===== config.mk =====
export PLATFORM = sky130hd
export DESIGN_NAME = adcp_host_port
export DESIGN_NICKNAME = d
export VERILOG_FILES = /design/src/adcp_pkg.sv /design/src/adcp_host_port.sv
export VERILOG_INCLUDE_DIRS = /design/src
export SDC_FILE = /design/constraint.sdc
export NUM_CORES = 1
export LEC_CHECK = 0
export BUFFER_PORTS_ARGS = -buffer_cell sky130_fd_sc_hd__clkbuf_2
export CAP_MARGIN = 20
export CORE_MARGIN = 3
export CORE_UTILIZATION = 25
export DETAILED_ROUTE_END_ITERATION = 16
export HOLD_SLACK_MARGIN = 0.12
export PLACE_DENSITY = 0.5
export SKIP_LAST_GASP = 1
export SLEW_MARGIN = 0
export SYNTH_ARGS = -nofsm -noshare
export SYNTH_HDL_FRONTEND = slang
export SYNTH_SLANG_ARGS = --single-unit

===== constraint.sdc =====
create_clock -name clk -period 2.3 [get_ports clk]
set_input_delay 0.23 -clock clk [delete_from_list [all_inputs] [get_ports clk]]
set_output_delay 0.23 -clock clk [all_outputs]
set_load 0.02 [all_outputs]

===== src/adcp_defs.svh =====
// Purpose: constants of the converter host port
// Assumes: 40 MHz core clock
// Notes: cycle counts derive from the printed times
`ifndef ADCP_DEFS_SVH
`define ADCP_DEFS_SVH
`define ADCP_CLK_NS 25
`define ADCP_TCONV_NS 3000
`define ADCP_TCONV_CYC ((`ADCP_TCONV_NS + `ADCP_CLK_NS - 1) / `ADCP_CLK_NS)
`define ADCP_BUSY_MAX_NS 60
`define ADCP_BUSY_CYC (`ADCP_BUSY_MAX_NS / `ADCP_CLK_NS)
`define ADCP_RELQ_NS 12
`define ADCP_RELQ_CYC ((`ADCP_RELQ_NS / `ADCP_CLK_NS) > 0 ? \
  (`ADCP_RELQ_NS / `ADCP_CLK_NS) : 1)
`define ADCP_CNT_W 8
`define ADCP_LAST_CH 3'h5
`define ADCP_CTRL_RST 16'h0000
`endif


===== src/adcp_pkg.sv =====
// Purpose: types of the converter host port
// Assumes: nothing
// Notes: one-hot conversion states
package adcp_pkg;
  typedef enum logic [2:0]
  {
    ST_IDLE = 3'h1,
    ST_CONV = 3'h2,
    ST_DOWN = 3'h4
  } adcp_state_t;
  typedef logic [5:0][15:0] adcp_words_t;
endpackage


===== src/adcp_host_port.sv =====
// Purpose: conversion control and result readout of six channels
// Assumes: all pins synchronous to clk; sampleCode from the analog core
// Notes: serial lanes carry channel pairs 0/1, 2/3, 4/5
// What this block and the host must do
// conversion lasts three microseconds, internally timed
// host waits 150 ns before next start
// host holds start low 25 ns
// busy rises within 60 ns of start
// host waits wake-up time after standby
// read data valid within 45 ns
// data held, bus released after read
// host spaces parallel reads 6 ns
// control write captured on write rising edge
// host serial clock at most 18 MHz
// serial outputs enabled after select falls
// new serial bit after clock rise
// serial bit held through falling edge
// serial outputs released after select rises
// drive result while select and read low
// write control while select and write low
// host reads only after busy falls
// 16-bit words, one per read, MSB first
`timescale 1ns/1ps
`include "adcp_defs.svh"
module adcp_host_port (
  input wire logic clk,
  input wire logic rst_b,
  input wire logic [2:0] convStart,
  input wire logic standbyN,
  input wire logic interfaceSelect,
  input wire logic csN,
  input wire logic rdN,
  input wire logic wrN,
  input wire logic [15:0] parallelDataIn,
  input wire logic serialClk,
  input wire logic [95:0] sampleCode,
  output logic busy,
  output logic [15:0] parallelDataOut,
  output logic parallelDataOe,
  output logic [2:0] serialDataOut,
  output logic serialDataOe,
  output logic [15:0] controlWord
);
  // ----------------------------------------
  // conversion
  // ----------------------------------------
  adcp_pkg::adcp_state_t state_q, state_d;
  logic [`ADCP_CNT_W-1:0] cnt_q, cnt_d;
  logic [2:0] convPrev_q, convPrev_d, pairs_q, pairs_d, startRise;
  logic busy_q, busy_d, convDone;
  adcp_pkg::adcp_words_t result_q, result_d;

  assign startRise = convStart & ~convPrev_q;
  assign convDone = (state_q == adcp_pkg::ST_CONV) &&
    (cnt_q == `ADCP_CNT_W'(`ADCP_TCONV_CYC - 1));

  always_comb
  begin
    state_d = state_q;
    cnt_d = cnt_q;
    pairs_d = pairs_q;
    busy_d = busy_q;
    result_d = result_q;
    convPrev_d = convStart;
    unique case (state_q)
      adcp_pkg::ST_DOWN:
      begin
        if (standbyN)
          state_d = adcp_pkg::ST_IDLE;
      end
      adcp_pkg::ST_IDLE:
      begin
        if (!standbyN)
          state_d = adcp_pkg::ST_DOWN;
        // busy on start
        else if (|startRise)
        begin
          state_d = adcp_pkg::ST_CONV;
          cnt_d = '0;
          pairs_d = startRise;
          busy_d = 1'b1;
        end
      end
      adcp_pkg::ST_CONV:
      begin
        // internal conversion count
        if (convDone)
        begin
          state_d = adcp_pkg::ST_IDLE;
          busy_d = 1'b0;
          for (int i = 0; i < 6; i++)
            if (pairs_q[i/2])
              result_d[i] = sampleCode[i*16 +: 16];
        end
        else
          cnt_d = `ADCP_CNT_W'(cnt_q + 1'b1);
      end
    endcase
  end

  // starts during a conversion are ignored; standby waits for its end
  always_ff @(posedge clk)
  begin
    if (!rst_b)
    begin
      state_q <= adcp_pkg::ST_IDLE;
      cnt_q <= '0;
      pairs_q <= '0;
      busy_q <= 1'b0;
      result_q <= '0;
      convPrev_q <= 3'h7;
    end
    else
    begin
      state_q <= state_d;
      cnt_q <= cnt_d;
      pairs_q <= pairs_d;
      busy_q <= busy_d;
      result_q <= result_d;
      convPrev_q <= convPrev_d;
    end
  end

  // ----------------------------------------
  // parallel and serial readout
  // ----------------------------------------
  function automatic logic [2:0] serBits(input logic [4:0] idx,
    input adcp_pkg::adcp_words_t w);
    logic [2:0] b;
    b = '0;
    for (int l = 0; l < 3; l++)
      b[l] = w[2*l + idx[4]][4'hf - idx[3:0]];
    return b;
  endfunction

  logic readOn, readEnd, wrRise, frame, sclkRise;
  logic wrPrev_q, wrPrev_d, csPrev_q, csPrev_d, sclkPrev_q, sclkPrev_d;
  logic [15:0] wrData_q, wrData_d, ctrl_q, ctrl_d, parOut_q, parOut_d;
  logic [2:0] rdPtr_q, rdPtr_d, serOut_q, serOut_d;
  logic [4:0] serBit_q, serBit_d;
  logic parOe_q, parOe_d, serOe_q, serOe_d;

  assign readOn = !interfaceSelect && !csN && !rdN;
  assign readEnd = parOe_q && !readOn;
  assign wrRise = !interfaceSelect && wrN && !wrPrev_q && !csPrev_q;
  assign frame = interfaceSelect && !csN;
  assign sclkRise = serialClk && !sclkPrev_q;

  always_comb
  begin
    wrPrev_d = wrN;
    csPrev_d = csN;
    sclkPrev_d = serialClk;
    wrData_d = wrData_q;
    ctrl_d = ctrl_q;
    parOut_d = parOut_q;
    rdPtr_d = rdPtr_q;
    // bit held until next rise
    serOut_d = serOut_q;
    serBit_d = serBit_q;
    // drive while selected
    // enable drops when strobe ends
    parOe_d = readOn;
    // word out next edge
    if (readOn)
      parOut_d = result_q[rdPtr_q];
    // one channel per strobe
    if (readEnd)
      rdPtr_d = (rdPtr_q == `ADCP_LAST_CH) ? 3'h0 : 3'(rdPtr_q + 1'b1);
    // a fresh result set always starts at channel 0
    if (convDone)
      rdPtr_d = 3'h0;
    // data taken while strobed
    if (!interfaceSelect && !csN && !wrN)
      wrData_d = parallelDataIn;
    // commit on write rise
    if (wrRise)
      ctrl_d = wrData_q;
    serOe_d = serOe_q;
    if (!frame)
    begin
      // release on select high
      serOe_d = 1'b0;
      serBit_d = 5'h00;
    end
    else if (!serOe_q)
    begin
      // enable and first bit
      serOe_d = 1'b1;
      serBit_d = 5'h00;
      serOut_d = serBits(5'h00, result_q);
    end
    // next bit on clock rise
    else if (sclkRise)
    begin
      serBit_d = 5'(serBit_q + 1'b1);
      serOut_d = serBits(5'(serBit_q + 1'b1), result_q);
    end
  end

  // data keeps its value after release, giving the hold time
  always_ff @(posedge clk)
  begin
    if (!rst_b)
    begin
      wrPrev_q <= 1'b1;
      csPrev_q <= 1'b1;
      sclkPrev_q <= 1'b0;
      wrData_q <= '0;
      ctrl_q <= `ADCP_CTRL_RST;
      parOut_q <= '0;
      rdPtr_q <= 3'h0;
      serOut_q <= 3'h0;
      serBit_q <= 5'h00;
      parOe_q <= 1'b0;
      serOe_q <= 1'b0;
    end
    else
    begin
      wrPrev_q <= wrPrev_d;
      csPrev_q <= csPrev_d;
      sclkPrev_q <= sclkPrev_d;
      wrData_q <= wrData_d;
      ctrl_q <= ctrl_d;
      parOut_q <= parOut_d;
      rdPtr_q <= rdPtr_d;
      serOut_q <= serOut_d;
      serBit_q <= serBit_d;
      parOe_q <= parOe_d;
      serOe_q <= serOe_d;
    end
  end

  assign busy = busy_q;
  assign parallelDataOut = parOut_q;
  assign parallelDataOe = parOe_q;
  assign serialDataOut = serOut_q;
  assign serialDataOe = serOe_q;
  assign controlWord = ctrl_q;
endmodule


==> key figures, run 1 <==
Status
  – Status: completed

Power and ir drop
  – Final Power: 6.68 mW
  – Worst VDD drop: approximately 0.48 mV
  – LEAKAGE: 4.18 nW
  – P per Cell Area: approximately 580 nW/um^2

Logic synthesis
  – Synthesized Nets: 1,112
  – Async SR Flop Fraction: 0
  – EDFF count, synth: 0
  – Post-Syn Instances: 987
  – Most common cell in the netlist: nand2_1
  – Yosys Warn Count: 0
  – Ranking of synthesized cells by area: dfxtp_1, nand2_1, a21oi_1
  – Main synth FF type: dfxtp_1
  – Sequential share of the synthesized area: 0.425
  – Post-synth top cells: nand2_1, dfxtp_1, a21oi_1, nand3_1
  – #FFs+latches synth: 178
  – Cell variety after synth: 66
  – Synth top area share: 0.425
  – Avg Inst Size Synth: 8.50 sq um
  – Syn Std Cell Area: ~8400 sq um
  – Yosys top cell by area: dfxtp_1

Worst hold path
  – Hold endpoint: state_q[0]$_SDFFE_PN1P_
  – Hold Crit Class: in -> reg
  – Worst Hold Depth: 3
  – Hold Crit Start: standbyN

Global route
  – Grt met3 use: 0.0320
  – GRT overflow: 0
  – M2 GR Usage: 0.270
  – First-pass GRT wire length: ~46 mm
  – GR Util met1: 0.214
  – Most Crowded Layer GR: met2
  – Total Routing Usage GR: 0.166
  – Largest net degree at the start of global routing: 49
  – Initial antenna violation count: 0
  – Vias in the first global route: around 8,100

Detailed routing
  – Via count: 8,231
  – DR WL/cell: 17.5 um
  – Remaining DRCs: 0
  – Detailed-route wire length: a little under 30 mm
  – TritonRoute pass-1 iters: 5
  – Iteration-0 DRC count of the detailed router: between 500 and 600
  – Remaining antenna violation count after routing: 0
  – Vias per inst: 4.84

Clock tree
  – CTS Sinks: 178
  – Root Buffer Master: clkbuf_16
  – TritonCTS clock tree: yes
  – Clock latency at the later pin of the worst-skew pair: 0.45 ns
  – CTS clk-pin slew, worst paths: 0.08 ns
  – Max clock buf depth: 2
  – H-tree level count: 4
  – Num CTS Buffers: 17

Setup path
  – Reg-to-reg slack, setup: 0.13 ns
  – Reg2reg end: serialDataOut[1]$_SDFFE_PN0P_
  – Req. time, crit path: 2.64 ns
  – Crit-path cells: buf_4 > buf_4 > mux4_2 > a221oi_1 > o211ai_1 > o211a_1
  – Critical path's slowest cell: mux4_2
  – R2r startpoint: serBit_q[0]$_SDFFE_PN0P_
  – CP startpoint kind: flop
  – Slowest stage delay, CP: 0.54 ns
  – Worst reg-to-reg path cell count: 6
  – Critical path type: reg -> reg
  – Max FO, Critical Path: 21
  – CP Capture Type: flop
  – Critical path's most frequent cell: buf_4
  – CP top delay family: buffers and inverters
  – Crit path DAT: 2.51 ns
  – WP buf/inv: 2

Timing
  – Relative slew slack: 0.531
  – Setup tns final: 0 ns
  – Unrepaired setup endpoints after global routing: no
  – Clk_skew: 0.0172 ns
  – Worst Tran Pin Value: approximately 0.70 ns
  – Final worst-path cycle share: 0.944
  – Final Hold Viols: 0
  – Max-slew violations: 0
  – Final min period: 2.17 ns
  – F_max: around 460 MHz
  – Setup violators final: 0

Placed design
  – GPL Wtd Cong: 0.910
  – Post-Place Cells: 1,548
  – DP HPWL: around 22 mm
  – Port buffer count: 160

Final layout
  – Layout cell share with drive strength beyond 1: 0.237
  – Final Non-Filler Cells: ~1,700
  – Area Overhead vs Synth: 38.0%
  – Ant diodes: 0
  – NumNets Final: between 1,000 and 1,500

Floorplan
  – Initial Utilization: 0.256
  – Full die area: 35,800 sq um
  – Horiz. Die Dim: around 190 um
  – Chip Height: 189 um
  – I/O Pins: 161
  – Row count: 66
  – Core Region: 32,800 sq um

Job
  – Number of max-cap violations: 0
-- worst max path at each step --
stage	cells after the start	end	slack (ns)	from
after CTS	8	serialDataOut[1]$_SDFFE_PN0P_	0.07	serBit_q[0]$_SDFFE_PN0P_
after floorplan	10	serialDataOut[1]$_SDFFE_PN0P_	0.12	serBit_q[1]$_SDFFE_PN0P_
after detailed placement	8	serialDataOut[1]$_SDFFE_PN0P_	0.1	serBit_q[0]$_SDFFE_PN0P_
after global routing	7	serialDataOut[2]$_SDFFE_PN0P_	0.005	serBit_q[0]$_SDFFE_PN0P_
after global placement	8	serialDataOut[1]$_SDFFE_PN0P_	0.14	serBit_q[0]$_SDFFE_PN0P_
final	6	serialDataOut[1]$_SDFFE_PN0P_	0.13	serBit_q[0]$_SDFFE_PN0P_
-- registers in the layout, indices dropped and copies added, names as in the netlist, 3 cells and up --
signal	flops
result_q	96
controlWord	16
parallelDataOut	16
wrData_q	16
cnt_q	8
serBit_q	5
convPrev_q	3
pairs_q	3
rdPtr_q	3
serialDataOut	3
state_q	3
-- metrics by stage --
stage          worst slack [ns]  hold WS [ns]  instance area, sq um   util
6_report                  0.129         0.152                 11600  0.353
5_1_grt                 0.00467         0.190                 11600  0.353
4_1_cts                  0.0686         0.129                 11500  0.352
3_5_place_dp             0.0993         0.433                  9760  0.298
3_3_place_gp              0.139         0.434                  9760  0.298
2_1_floorplan             0.121         0.331                  8390      -
-- final cells by class --
| class | count | area, sq um |
|---|---|---|
| Clock buffer | 19 | 453 |
| Clock inverter | 13 | 136 |
| Fill cell | 3482 | 21200 |
| Inverter | 10 | 40.0 |
| Multi-Input combinational cell | 717 | 4450 |
| Sequential cell | 178 | 3560 |
| Tap cell | 442 | 553 |
| Timing Repair Buffer | 323 | 2380 |
-- report_power, final --
part / internal, mW / switching (mW)
combinational: 0.310 / 0.279
clock: 1.50 / 1.42
sequential: 3.13 / 0.0378
total: 4.94 / 1.74
-- logic make-up (layout without fill, tap and decap cells) --
logic type / count (synthesis) / count (layout) / synth area share
flops: 178 / 178 / 0.425
xor+xnor: 18 / 18 / 0.0219
mux: 64 / 64 / 0.121
fa+ha+maj: 2 / 2 / 0.00298
compound gates: 226 / 226 / 0.166
buf+inv: 92 / 365 / 0.0483
simple gates: 407 / 407 / 0.215
-- cell usage in the layout, fill, tap and decap left out, types with 3 or more instances in the layout --
cell             n
a211oi_1        20
a21oi_1        140
a221o_1          3
a22oi_1         17
a311oi_1         3
a31oi_1          4
and2_1           3
and3_1           3
buf_12           5
buf_4           39
clkbuf_16       17
clkbuf_2       160
dfxtp_1        177
dlygate4sd3_1  119
inv_1            7
inv_6            4
inv_8            4
mux2_2          19
mux2i_1         16
mux4_2          28
nand2_1        193
nand2b_1        13
nand3_1        104
nor2_1          59
nor2b_1          7
nor3_1           8
o2111ai_1        3
o211ai_1         4
o21ai_0          7
o221ai_1         3
or3_1            3
xnor2_1         11
xor2_1           5
-- what timing repair did --
| item | CTS | global route |
|---|---|---|
| endpoints found under the setup margin | 0 | 3 |
| hold buffers | 119 | 0 |
| endpoints found under the hold margin | 119 | 0 |
| resized for setup | 0 | 2 |
| setup buffers | 0 | 3 |
-- worst register-to-register path, stage by stage (launching register included) --
cell	delay [ns]
dfxtp_1	0.36
buf_4	0.25
buf_4	0.33
mux4_2	0.55
a221oi_1	0.31
o211ai_1	0.14
o211a_1	0.12
-- metal layers --
metal	up-vias	share of wire
li1	4033	-
met1	3877	0.44
met2	268	0.47
met3	53	0.055
met4	0	0.032
met5	-	0
Power figures use the tool's default switching activity.
==> inputs of run 2 (changes only) <==
Settings changed: CTS_BUF_LIST set to sky130_fd_sc_hd__clkbuf_8.
==> run 2 against run 1 <==
  * Worst setup slack got worse by 0.015 ns
  * Via count decreased by 0.24%
  * Cell count about the same
  * Sequential cell count unchanged
  * Fmax decreased by 0.69%
  * Sequential share of layout area increased by 0.49 points
  * Global-route usage decreased by 0.090 points
==> key figures, run 2 (same netlist as run 1, synthesis figures left out) <==
Timing
  – Relative slew slack: 0.527 (was 0.531)
  – Final Hold Viols: 0 (unchanged)
  – Worst Tran Pin Value: 0.707 ns (was 0.701 ns)
  – Final worst-path cycle share: 0.951 (was 0.944)
  – Final setup margin: 0.113 ns (was 0.129 ns)
  – Final min period: 2.19 ns (was 2.17 ns)
  – F_max: 457 MHz (was 461 MHz)
  – Clk_skew: 0.0224 ns (was 0.0172 ns)
  – Setup violators final: 0 (unchanged)
  – Max-slew violations: 0 (unchanged)

Final layout
  – Layout cell share with drive strength beyond 1: 0.237 (about the same)
  – NumNets Final: 1,373 (was 1,372)
  – Final Non-Filler Cells: 1,703 (was 1,702)
  – Area Overhead vs Synth: 35.9% (was 38.0%)
  – FF/Latch Area: 3560 sq um (unchanged)
  – Max reg flops: 96 (unchanged)
  – Top reg by flops: result_q (unchanged)
  – Multi-input logic area: 4450 sq um (unchanged)
  – # fillers: 3,498 (was 3,482)
  – Commonest cells after routing, fill and taps aside: nand2_1, dfxtp_1, clkbuf_2 (unchanged)
  – Commonest non-fill, non-tap cell in the layout: nand2_1 (unchanged)
  – Ant diodes: 0 (unchanged)
  – Post-layout util: 0.348 (was 0.353)

Placed design
  – Post-Place Cells: 1,548 (unchanged)
  – DP HPWL: 21.9 mm (unchanged)
  – GPL Wtd Cong: 0.910 (unchanged)
  – Worst slack at placement: 0.0993 ns (unchanged)
  – Port buffer count: 160 (unchanged)

Floorplan
  – Full die area: 35,800 sq um (unchanged)
  – Row count: 66 (unchanged)
  – Initial Utilization: 0.256 (unchanged)
  – Core Region: 32,800 sq um (unchanged)
  – Chip Height: 189 um (unchanged)
  – I/O Pins: 161 (unchanged)
  – Horiz. Die Dim: 189 um (unchanged)

Power and ir drop
  – Worst VDD drop: 0.409 mV (was 0.483 mV)
  – P per Cell Area: 522 nW/um^2 (was 577 nW/um^2)
  – Combinational Power Share: 0.100 (was 0.088)
  – Final Power: 5.94 mW (was 6.68 mW)
  – Sequential power share: 0.533 (was 0.474)
  – P_int: 4.31 mW (was 4.94 mW)
  – LEAKAGE: 4.10 nW (was 4.18 nW)
  – Clock network fraction of total power: 0.368 (was 0.437)
  – Switch Pwr: 1.64 mW (was 1.74 mW)
  – Sw Share: 0.275 (was 0.260)

Clock tree
  – TritonCTS clock tree: yes (unchanged)
  – H-tree level count: 4 (unchanged)
  – Root Buffer Master: clkbuf_8 (was clkbuf_16)
  – CTS Sinks: 178 (unchanged)
  – Num CTS Buffers: 17 (unchanged)
  – Max clock buf depth: 2 (unchanged)
  – CTS clk-pin slew, worst paths: 0.11 ns (was 0.08 ns)
  – Clock latency at the later pin of the worst-skew pair: 0.48 ns (was 0.45 ns)

Detailed routing
  – Top Layer Used: met4 (unchanged)
  – Iteration-0 DRC count of the detailed router: 509 (was 554)
  – Vias per inst: 4.82 (was 4.84)
  – Wl on met1: 12.8 mm (was 13.1 mm)
  – Detailed-route wire length: 29.6 mm (was 29.8 mm)
  – Routed wl met2: 14.1 mm (about the same)
  – Via count: 8,211 (was 8,231)
  – DR WL/cell: 17.4 um (was 17.5 um)
  – Remaining antenna violation count after routing: 0 (unchanged)
  – Remaining DRCs: 0 (unchanged)
  – TritonRoute pass-1 iters: 5 (unchanged)
  – WL met3: 1.80 mm (was 1.63 mm)

Setup path
  – Crit-path cells: ha_2 > nand3_4 > xnor2_4 > buf_4 > o21ai_0 > a221o_1 > o211a_1 > o32ai_2 (was buf_4 > buf_4 > mux4_2 > a221oi_1 > o211ai_1 > o211a_1)
  – Crit path DAT: 2.58 ns (was 2.51 ns)
  – WP depth: 8 (was 6)
  – Max FO, Critical Path: 10 (was 21)
  – WP buf/inv: 1 (was 2)
  – Worst reg-to-reg path cell count: 8 (was 6)
  – CP top delay family: compound AO/OA/AOI/OAI gates (was buffers and inverters)
  – CP Capture Type: flop (unchanged)
  – Slowest stage delay, CP: 0.37 ns (was 0.54 ns)
  – Req. time, crit path: 2.69 ns (was 2.64 ns)
  – CP startpoint kind: flop (unchanged)
  – Critical path type: reg -> reg (unchanged)
  – Critical path's slowest cell: dfxtp_1 (was mux4_2)

Global route
  – Largest net degree at the start of global routing: 49 (unchanged)
  – Initial antenna violation count: 0 (unchanged)
  – First-pass GRT wire length: 45.9 mm (about the same)
  – Vias in the first global route: 8,103 (was 8,106)
  – GRT overflow: 0 (unchanged)
  – Total Routing Usage GR: 0.165 (was 0.166)

Worst hold path
  – Worst Hold Depth: 2 (was 3)
  – Hold Crit Class: in -> reg (unchanged)

Job
  – Number of max-cap violations: 0 (unchanged)

Status
  – Status: completed (unchanged)
## run 2: power groups by stage
stage          Combinational [mW]  Sequential (mW)  Clock [mW]
5_1_grt                     0.648             3.18        2.38
4_1_cts                     0.592             3.17        2.26
3_5_place_dp                0.426             3.24           0
3_3_place_gp                0.424             3.24           0
2_1_floorplan               0.207             3.25           0
6_report                    0.592             3.17        2.19
## run 2: layer usage
metal / up-vias / global-route usage
li1: 4027 / -
met3: 45 / 0.0335
met4: 0 / 0.0584
met5: - / 0
met2: 290 / 0.272
met1: 3849 / 0.214
## run 2: timing repair
action | CTS | global route
hold buffers | 120 | 0
endpoints found under the hold margin | 121 | 0
setup buffers | 0 | 3
endpoints found under the setup margin | 0 | 3
resized for setup | 0 | 2
## run 2: worst register-to-register path: stages (launching register included)
cell and delay (ns):
dfxtp_1 0.37, ha_2 0.23, nand3_4 0.11, xnor2_4 0.19, buf_4 0.24, o21ai_0 0.11, a221o_1 0.36, o211a_1 0.25
o32ai_2 0.23
## run 2: worst paths after layout
path | start | endpoint | slack (ns)
setup / recovery | serBit_q[0]$_SDFFE_PN0P_ | serialDataOut[0]$_SDFFE_PN0P_ | 0.11
hold / removal | rst_b | csPrev_q$_SDFF_PN1_ | 0.18
setup reg to reg | serBit_q[0]$_SDFFE_PN0P_ | serialDataOut[0]$_SDFFE_PN0P_ | 0.11
hold reg to reg | wrData_q[4]$_SDFFE_PN0P_ | controlWord[4]$_SDFFE_PN0P_ | 0.45
## run 2: stage by stage
| step | instance area (sq um) | setup TNS [ns] | hold slack [ns] |
|---|---|---|---|
| global placement | 9760 | 0 | 0.434 |
| floorplan | 8390 | 0 | 0.331 |
| global route | 11400 | -0.00111 | 0.167 |
| detailed placement | 9760 | 0 | 0.433 |
| CTS | 11400 | 0 | 0.148 |
| finish | 11400 | 0 | 0.185 |
## run 2: cell type report
class	count	area share
repair buffers	324	0.210
clock inverters	13	0.0120
multi-input cells	717	0.390
well taps	442	0.0485
clock buffers	19	0.0229
inverters	10	0.00351
flip-flops and latches	178	0.313
